**src/rtl/psr_regs.svh**
```systemverilog
// Overview of operation
// RL1: A page-field write makes the written value the new active page.
// RL2: Reading the page field returns the currently active page.
// RL3: Write-only two-bit slot number picks one of four save slots.
// RL4: Code 10 saves the active page into the slot, then loads the new page.
// RL5: Code 11 replaces the active page with the selected slot contents.
// RL6: During restore, page bits written with the command are ignored.
// RL7: Slot number 00,01,10,11 selects slots zero, one, two, three.
// RL8: Bits 7 and 3 read zero; other writes update only the page.
`ifndef PSR_REGS_SVH
`define PSR_REGS_SVH
`define PSR_PAGE_OFFSET   12'h000
`define PSR_PAGE_RESET    8'h00
`define PSR_PAGE_LSB      0
`define PSR_PAGE_MSB      2
`define PSR_SLOT_LSB      4
`define PSR_SLOT_MSB      5
`define PSR_CODE_LSB      6
`define PSR_CODE_MSB      7
`define PSR_CODE_SAVE     2'b10
`define PSR_CODE_RESTORE  2'b11
`define PSR_SLOT_COUNT    4
`define PSR_RESP_OKAY     2'b00
`define PSR_RESP_SLVERR   2'b10
`endif

```
**src/rtl/psr_pkg.sv**
```systemverilog
package psr_pkg;
  typedef logic [2:0] psr_page_t;
  typedef logic [1:0] psr_slot_t;
  typedef struct packed {
    logic      valid;
    logic [1:0] code;
    psr_slot_t slot;
    psr_page_t page;
  } psr_cmd_s;
endpackage

```
**src/rtl/psr_bank.sv**
```systemverilog
`timescale 1ns/1ps
`include "psr_regs.svh"
module psr_bank (
  // Clock and reset
  input  wire logic              sys_clk,
  input  wire logic              arst_n,
  // Decoded write command
  input  wire psr_pkg::psr_cmd_s cmd,
  // Active page
  output logic [2:0]             active_page
);
  psr_pkg::psr_page_t slots      [`PSR_SLOT_COUNT];
  psr_pkg::psr_page_t next_slots [`PSR_SLOT_COUNT];
  psr_pkg::psr_page_t next_page;

  // Next page and slot contents from the command
  always_comb
  begin
    next_page = active_page;
    for (int i = 0; i < `PSR_SLOT_COUNT; i++)
    begin
      next_slots[i] = slots[i];
    end
    if (cmd.valid)
    begin
      case (cmd.code)
        `PSR_CODE_SAVE:
        begin
          next_slots[cmd.slot] = active_page; // RL4 RL7
          next_page = cmd.page;               // RL4
        end
        `PSR_CODE_RESTORE:
        begin
          next_page = slots[cmd.slot];        // RL5 RL6 RL7
        end
        default:
        begin
          next_page = cmd.page;               // RL1 RL8
        end
      endcase
    end
  end

  // Register page and slots
  always_ff @(posedge sys_clk or negedge arst_n)
  begin
    if (!arst_n)
    begin
      active_page <= 3'h0;
      for (int i = 0; i < `PSR_SLOT_COUNT; i++)
      begin
        slots[i] <= 3'h0;
      end
    end
    else
    begin
      active_page <= next_page;
      slots       <= next_slots;
    end
  end
endmodule // psr_bank

```
**src/rtl/psr_top.sv**
```systemverilog
`timescale 1ns/1ps
`include "psr_regs.svh"
module psr_top (
  // Clock and reset
  input  wire logic        sys_clk,
  input  wire logic        arst_n,
  // AXI4-Lite write address
  input  wire logic [11:0] s_axi_awaddr,
  input  wire logic        s_axi_awvalid,
  output logic             s_axi_awready,
  // AXI4-Lite write data
  input  wire logic [31:0] s_axi_wdata,
  input  wire logic [3:0]  s_axi_wstrb,
  input  wire logic        s_axi_wvalid,
  output logic             s_axi_wready,
  // AXI4-Lite write response
  output logic [1:0]       s_axi_bresp,
  output logic             s_axi_bvalid,
  input  wire logic        s_axi_bready,
  // AXI4-Lite read address
  input  wire logic [11:0] s_axi_araddr,
  input  wire logic        s_axi_arvalid,
  output logic             s_axi_arready,
  // AXI4-Lite read data
  output logic [31:0]      s_axi_rdata,
  output logic [1:0]       s_axi_rresp,
  output logic             s_axi_rvalid,
  input  wire logic        s_axi_rready,
  // Active page to the shared window decode
  output logic [2:0]       active_page
);
  logic              aw_held;
  logic [11:0]       aw_addr;
  logic              w_held;
  logic [31:0]       w_data;
  logic [3:0]        w_strb;
  logic              next_aw_held;
  logic [11:0]       next_aw_addr;
  logic              next_w_held;
  logic [31:0]       next_w_data;
  logic [3:0]        next_w_strb;
  logic              next_bvalid;
  logic [1:0]        next_bresp;
  logic              next_rvalid;
  logic [31:0]       next_rdata;
  logic [1:0]        next_rresp;
  logic              do_write;
  logic              hit_w;
  psr_pkg::psr_cmd_s cmd;

  // Register address match, used for both directions
  function automatic logic is_page_addr(input logic [11:0] a);
    return a[11:2] == 10'(`PSR_PAGE_OFFSET >> 2);
  endfunction

  assign s_axi_awready = !aw_held && !s_axi_bvalid;
  assign s_axi_wready  = !w_held && !s_axi_bvalid;
  assign s_axi_arready = !s_axi_rvalid;

  // Write commits when both address and data are present
  always_comb
  begin
    next_aw_held = aw_held;
    next_aw_addr = aw_addr;
    next_w_held  = w_held;
    next_w_data  = w_data;
    next_w_strb  = w_strb;
    if (s_axi_awvalid && s_axi_awready)
    begin
      next_aw_held = 1'b1;
      next_aw_addr = s_axi_awaddr;
    end
    if (s_axi_wvalid && s_axi_wready)
    begin
      next_w_held = 1'b1;
      next_w_data = s_axi_wdata;
      next_w_strb = s_axi_wstrb;
    end
    do_write = next_aw_held && next_w_held && !s_axi_bvalid;
    hit_w    = is_page_addr(next_aw_addr);
    if (do_write)
    begin
      next_aw_held = 1'b0;
      next_w_held  = 1'b0;
    end
    cmd.valid   = do_write && hit_w && next_w_strb[0];
    cmd.code    = next_w_data[`PSR_CODE_MSB:`PSR_CODE_LSB];
    cmd.slot    = next_w_data[`PSR_SLOT_MSB:`PSR_SLOT_LSB]; // RL3
    cmd.page    = next_w_data[`PSR_PAGE_MSB:`PSR_PAGE_LSB];
    next_bvalid = s_axi_bvalid && !s_axi_bready;
    next_bresp  = s_axi_bresp;
    if (do_write)
    begin
      next_bvalid = 1'b1;
      next_bresp  = hit_w ? `PSR_RESP_OKAY : `PSR_RESP_SLVERR;
    end
  end

  // Read path: page field live, all other bits zero
  always_comb
  begin
    next_rvalid = s_axi_rvalid && !s_axi_rready;
    next_rdata  = s_axi_rdata;
    next_rresp  = s_axi_rresp;
    if (s_axi_arvalid && s_axi_arready)
    begin
      next_rvalid = 1'b1;
      next_rdata  = 32'h0000_0000;
      next_rresp  = `PSR_RESP_SLVERR;
      if (is_page_addr(s_axi_araddr))
      begin
        next_rdata[`PSR_PAGE_MSB:`PSR_PAGE_LSB] = active_page; // RL2 RL8
        next_rresp = `PSR_RESP_OKAY;
      end
    end
  end

  // Bus state registers
  always_ff @(posedge sys_clk or negedge arst_n)
  begin
    if (!arst_n)
    begin
      aw_held      <= 1'b0;
      aw_addr      <= 12'h000;
      w_held       <= 1'b0;
      w_data       <= 32'h0000_0000;
      w_strb       <= 4'h0;
      s_axi_bvalid <= 1'b0;
      s_axi_bresp  <= 2'b00;
      s_axi_rvalid <= 1'b0;
      s_axi_rdata  <= 32'h0000_0000;
      s_axi_rresp  <= 2'b00;
    end
    else
    begin
      aw_held      <= next_aw_held;
      aw_addr      <= next_aw_addr;
      w_held       <= next_w_held;
      w_data       <= next_w_data;
      w_strb       <= next_w_strb;
      s_axi_bvalid <= next_bvalid;
      s_axi_bresp  <= next_bresp;
      s_axi_rvalid <= next_rvalid;
      s_axi_rdata  <= next_rdata;
      s_axi_rresp  <= next_rresp;
    end
  end

  // Page and save slot storage
  psr_bank u_bank (
    .sys_clk     (sys_clk),
    .arst_n      (arst_n),
    .cmd         (cmd),
    .active_page (active_page)
  );
endmodule // psr_top

```
**config.mk**
```make
export PLATFORM = sky130hd
export DESIGN_NAME = psr_top
export DESIGN_NICKNAME = d
export VERILOG_FILES = /design/src/rtl/psr_pkg.sv /design/src/rtl/psr_bank.sv /design/src/rtl/psr_top.sv
export VERILOG_INCLUDE_DIRS = /design/src /design/src/rtl
export SDC_FILE = /design/constraint.sdc
export NUM_CORES = 1
export LEC_CHECK = 0
export ABC_AREA = 1
export BUFFER_PORTS_ARGS = -buffer_cell sky130_fd_sc_hd__buf_4
export CAP_MARGIN = 20
export CORE_ASPECT_RATIO = 1.75
export CORE_UTILIZATION = 42
export CTS_CLUSTER_SIZE = 16
export DETAILED_ROUTE_END_ITERATION = 8
export PLACE_DENSITY = 0.84
export SKIP_LAST_GASP = 1
export SLEW_MARGIN = 40
export SYNTH_ARGS = -nofsm -noshare
export SYNTH_HDL_FRONTEND = slang
export SYNTH_SLANG_ARGS = --single-unit
```
**constraint.sdc**
```tcl
create_clock -name sys_clk -period 1.6 [get_ports sys_clk]
set_input_delay 0.24 -clock sys_clk [delete_from_list [all_inputs] [get_ports sys_clk]]
set_output_delay 0.24 -clock sys_clk [all_outputs]
set_load 0.05 [all_outputs]
```
==> metrics <==
Wirelength per Cell about 11 µm; Worst Setup EP u_bank.slots[5]; synth unique cells 23; Synth Register Bits 42; crit path launch type flop; Placed Area 2790 µm²; FF-to-FF End u_bank.slots[5]; leading area contributor after synthesis dfrtp_1; sequential share of the synthesized area a little under half; nets 436; CTS tree built; Vias/cell between 4 and 5; Die ar. 5790 µm²; CTS sink count 42; antenna diode count 0; CP Class reg2reg; most common cell in the netlist nand2_1; CP max-delay cell dfrtp_2; crit path DAT 1.95 ns; CP bufs+invs 2; critical path data required time 1.77 ns; Synth Cell Area 2300 µm²; max-slew violations 0; yosys warns 0; flop2flop setup slack -0.18 ns; depth of the most critical reg-to-reg path 11; H-tree levels 2; Area Overhead vs Synth 30.5%; Worst R2R Start s_axi_bvalid; f_max 561 MHz; Critical path origin s_axi_bvalid; IO Port Bufs 47; slew margin rel. 65.2%; DIE WIDTH 57.9 µm; hold path startpoint s_axi_bready; Hold Crit Class in2reg; Clock Skews 0.0112 ns; top-area cell type share of the netlist area approximately 46%; max incr delay on CP between 0.4 and 0.5 ns; crit-path cells nor2_4, buf_12, nand3b_1, nand2_1, nand2_2, nor2_4, inv_1, nor2_4, nand4_1, nand2_1, nand2_1; leakage 1.65 nW; Chip Height 99.9 µm; clock root buffer clkbuf_8; final setup fails 16; Synth Area per Inst 7.80 µm²; Final period util 111%; Crit path depth 11; maximum clock path buffer count 2; Max Cap Viol 0; share of layout cells above drive strength 1 31.1%; placer congestion estimate 0.898; Core Region roughly 5300 µm²; Least-Margin Pin Slew 0.522 ns; status complete, but fails checks; total power approximately 0.0044 W; Worst IR Drop VDD 0.717 mV; Worst-Skew Late Latency 0.29 ns; first-pass GRT wire length 8.42 mm; Fin. Hold Viols 0; peak fanout along the critical path 12; family with the most delay on the worst path simple AND/OR/NAND/NOR gates; Starting Density a little over two fifths; Routed Antenna Nets 0; commonest cells in the netlist 113 x nand2_1, 42 x dfrtp_1, 37 x inv_1; Worst setup EP type flop; GR Util All Layers about a fifth; Pre-Repair DR Iteration Count 8; initial DRC count 79; initial antenna violation count 0; setup TNS -2.36 ns; dominant cells by area after synthesis dfrtp_1 46%, nand2_1 18%, buf_4 10%, inv_1 6.0%, nand4_1 4.4%; Clock transition at path regs 0.08 ns; DRC Markers 5; Ports about 110; RSZ-0062 raised after global routing yes; detailed-route via count 1993; CTS buffer count 5; standard-cell rows 35; pwr/cell area 1460 nW/µm²; ys async rst share 100%; ys flop type dfrtp_1; vias in the first global route 1979; setup ws final -0.181 ns; post-route cell area 3000 µm²; setup slack at placement -0.255 ns; Syn Inst Count 295; total routed wirelength 4.86 mm; total grt overflow 0; failing checks design-rule violations, negative setup slack; shortest period the worst path allows 1.78 ns; DP HPWL 3.63 mm; largest net degree at the start of global routing 43; EDFF count, synth 0
-- report_power, final --
| group | internal, W | switching [W] | leakage (nW) |
|---|---|---|---|
| logic | 0.000847 | 0.00141 | 1.08 |
| registers | 0.00131 | 0.000105 | 0.519 |
| clock network | 0.000348 | 0.000345 | 0.0482 |
-- per-stage QoR --
step                util (%)  hold WS [ns]  cells
global route            57.1         0.113    425
CTS                     56.6         0.129    425
detailed placement      53.1         0.259    414
floorplan                  -       -0.0556    325
global placement        53.1         0.244    414
finish                  57.1         0.133    425
-- placed cells by master, fill, tap and decap left out, types with 2 or more instances in the layout --
master    synthesis  final
buf_6             4      3
dfrtp_2           0      2
nand2_1         113    107
nor2_4            2     11
buf_12            0      3
or2_2             2      2
nand3_1           5      5
conb_1            1     31
inv_1            37     32
nand3b_1          9      9
nand4_1          16     16
nor2_2            5      2
o21ai_0           7      6
clkbuf_8          0      6
nand2_4           0      2
buf_4            31     66
inv_2             1      3
inv_4             0      2
nor4_1            2      2
dfrtp_1          42     40
nand2_2           4      8
-- logic make-up after synthesis --
family | Yosys count | synth area share [%]
AOI/OAI and AO/OA | 11 | 2.50
and+or+nand+nor | 167 | 33.1
buffers and inverters | 74 | 18.5
other | 1 | 0.163
DFF | 42 | 45.7
-- worst min-delay path by stage --
stage	end	cells past startpoint
after floorplan	aw_addr[10]	0
after global placement	aw_addr[7]	1
after detailed placement	aw_addr[5]	1
after CTS	s_axi_bvalid	2
after global routing	s_axi_bvalid	2
final	s_axi_bvalid	2
-- area by class of cell --
type                    count  area [µm²]
fillers                   466        2250
flip-flops and latches     42        1050
multi-input cells         209        1040
repair buffers             73         599
inverters                  38         151
clock buffers               7        86.3
well taps                  55        68.8
clock inverters             1        5.00
-- state kept, by name, summed over array words and instances, names as in the netlist --
signal              flops
s_axi_rdata             3
s_axi_rvalid            1
s_axi_bresp             1
u_bank.active_page      3
w_strb                  1
w_data                  7
s_axi_rresp             1
aw_held                 1
w_held                  1
u_bank.slots           12
aw_addr                10
s_axi_bvalid            1
-- per-layer routing --
metal | GRT usage, % | wire length (µm)
met2 | 33.8 | 2730
met3 | 3.09 | 182
met1 | 20.5 | 1830
met4 | 9.34 | 119
met5 | 0 | 0
-- worst register-to-register path: stages, from the launching register on --
cell	delay (ns)
dfrtp_2	0.45
nor2_4	0.11
buf_12	0.14
nand3b_1	0.08
nand2_1	0.11
nand2_2	0.08
nor2_4	0.12
inv_1	0.08
nor2_4	0.14
nand4_1	0.18
nand2_1	0.11
nand2_1	0.06
-- what timing repair did --
item | in CTS | in global routing
pin swaps | 13 | 7
endpoints found under the setup margin | 16 | 16
hold endpoints to repair | 42 | 0
hold buffers | 1 | 0
gates resized for setup | 19 | 7
buffers inserted | 2 | 0
Note: power is estimated with default switching activity, not from simulation.
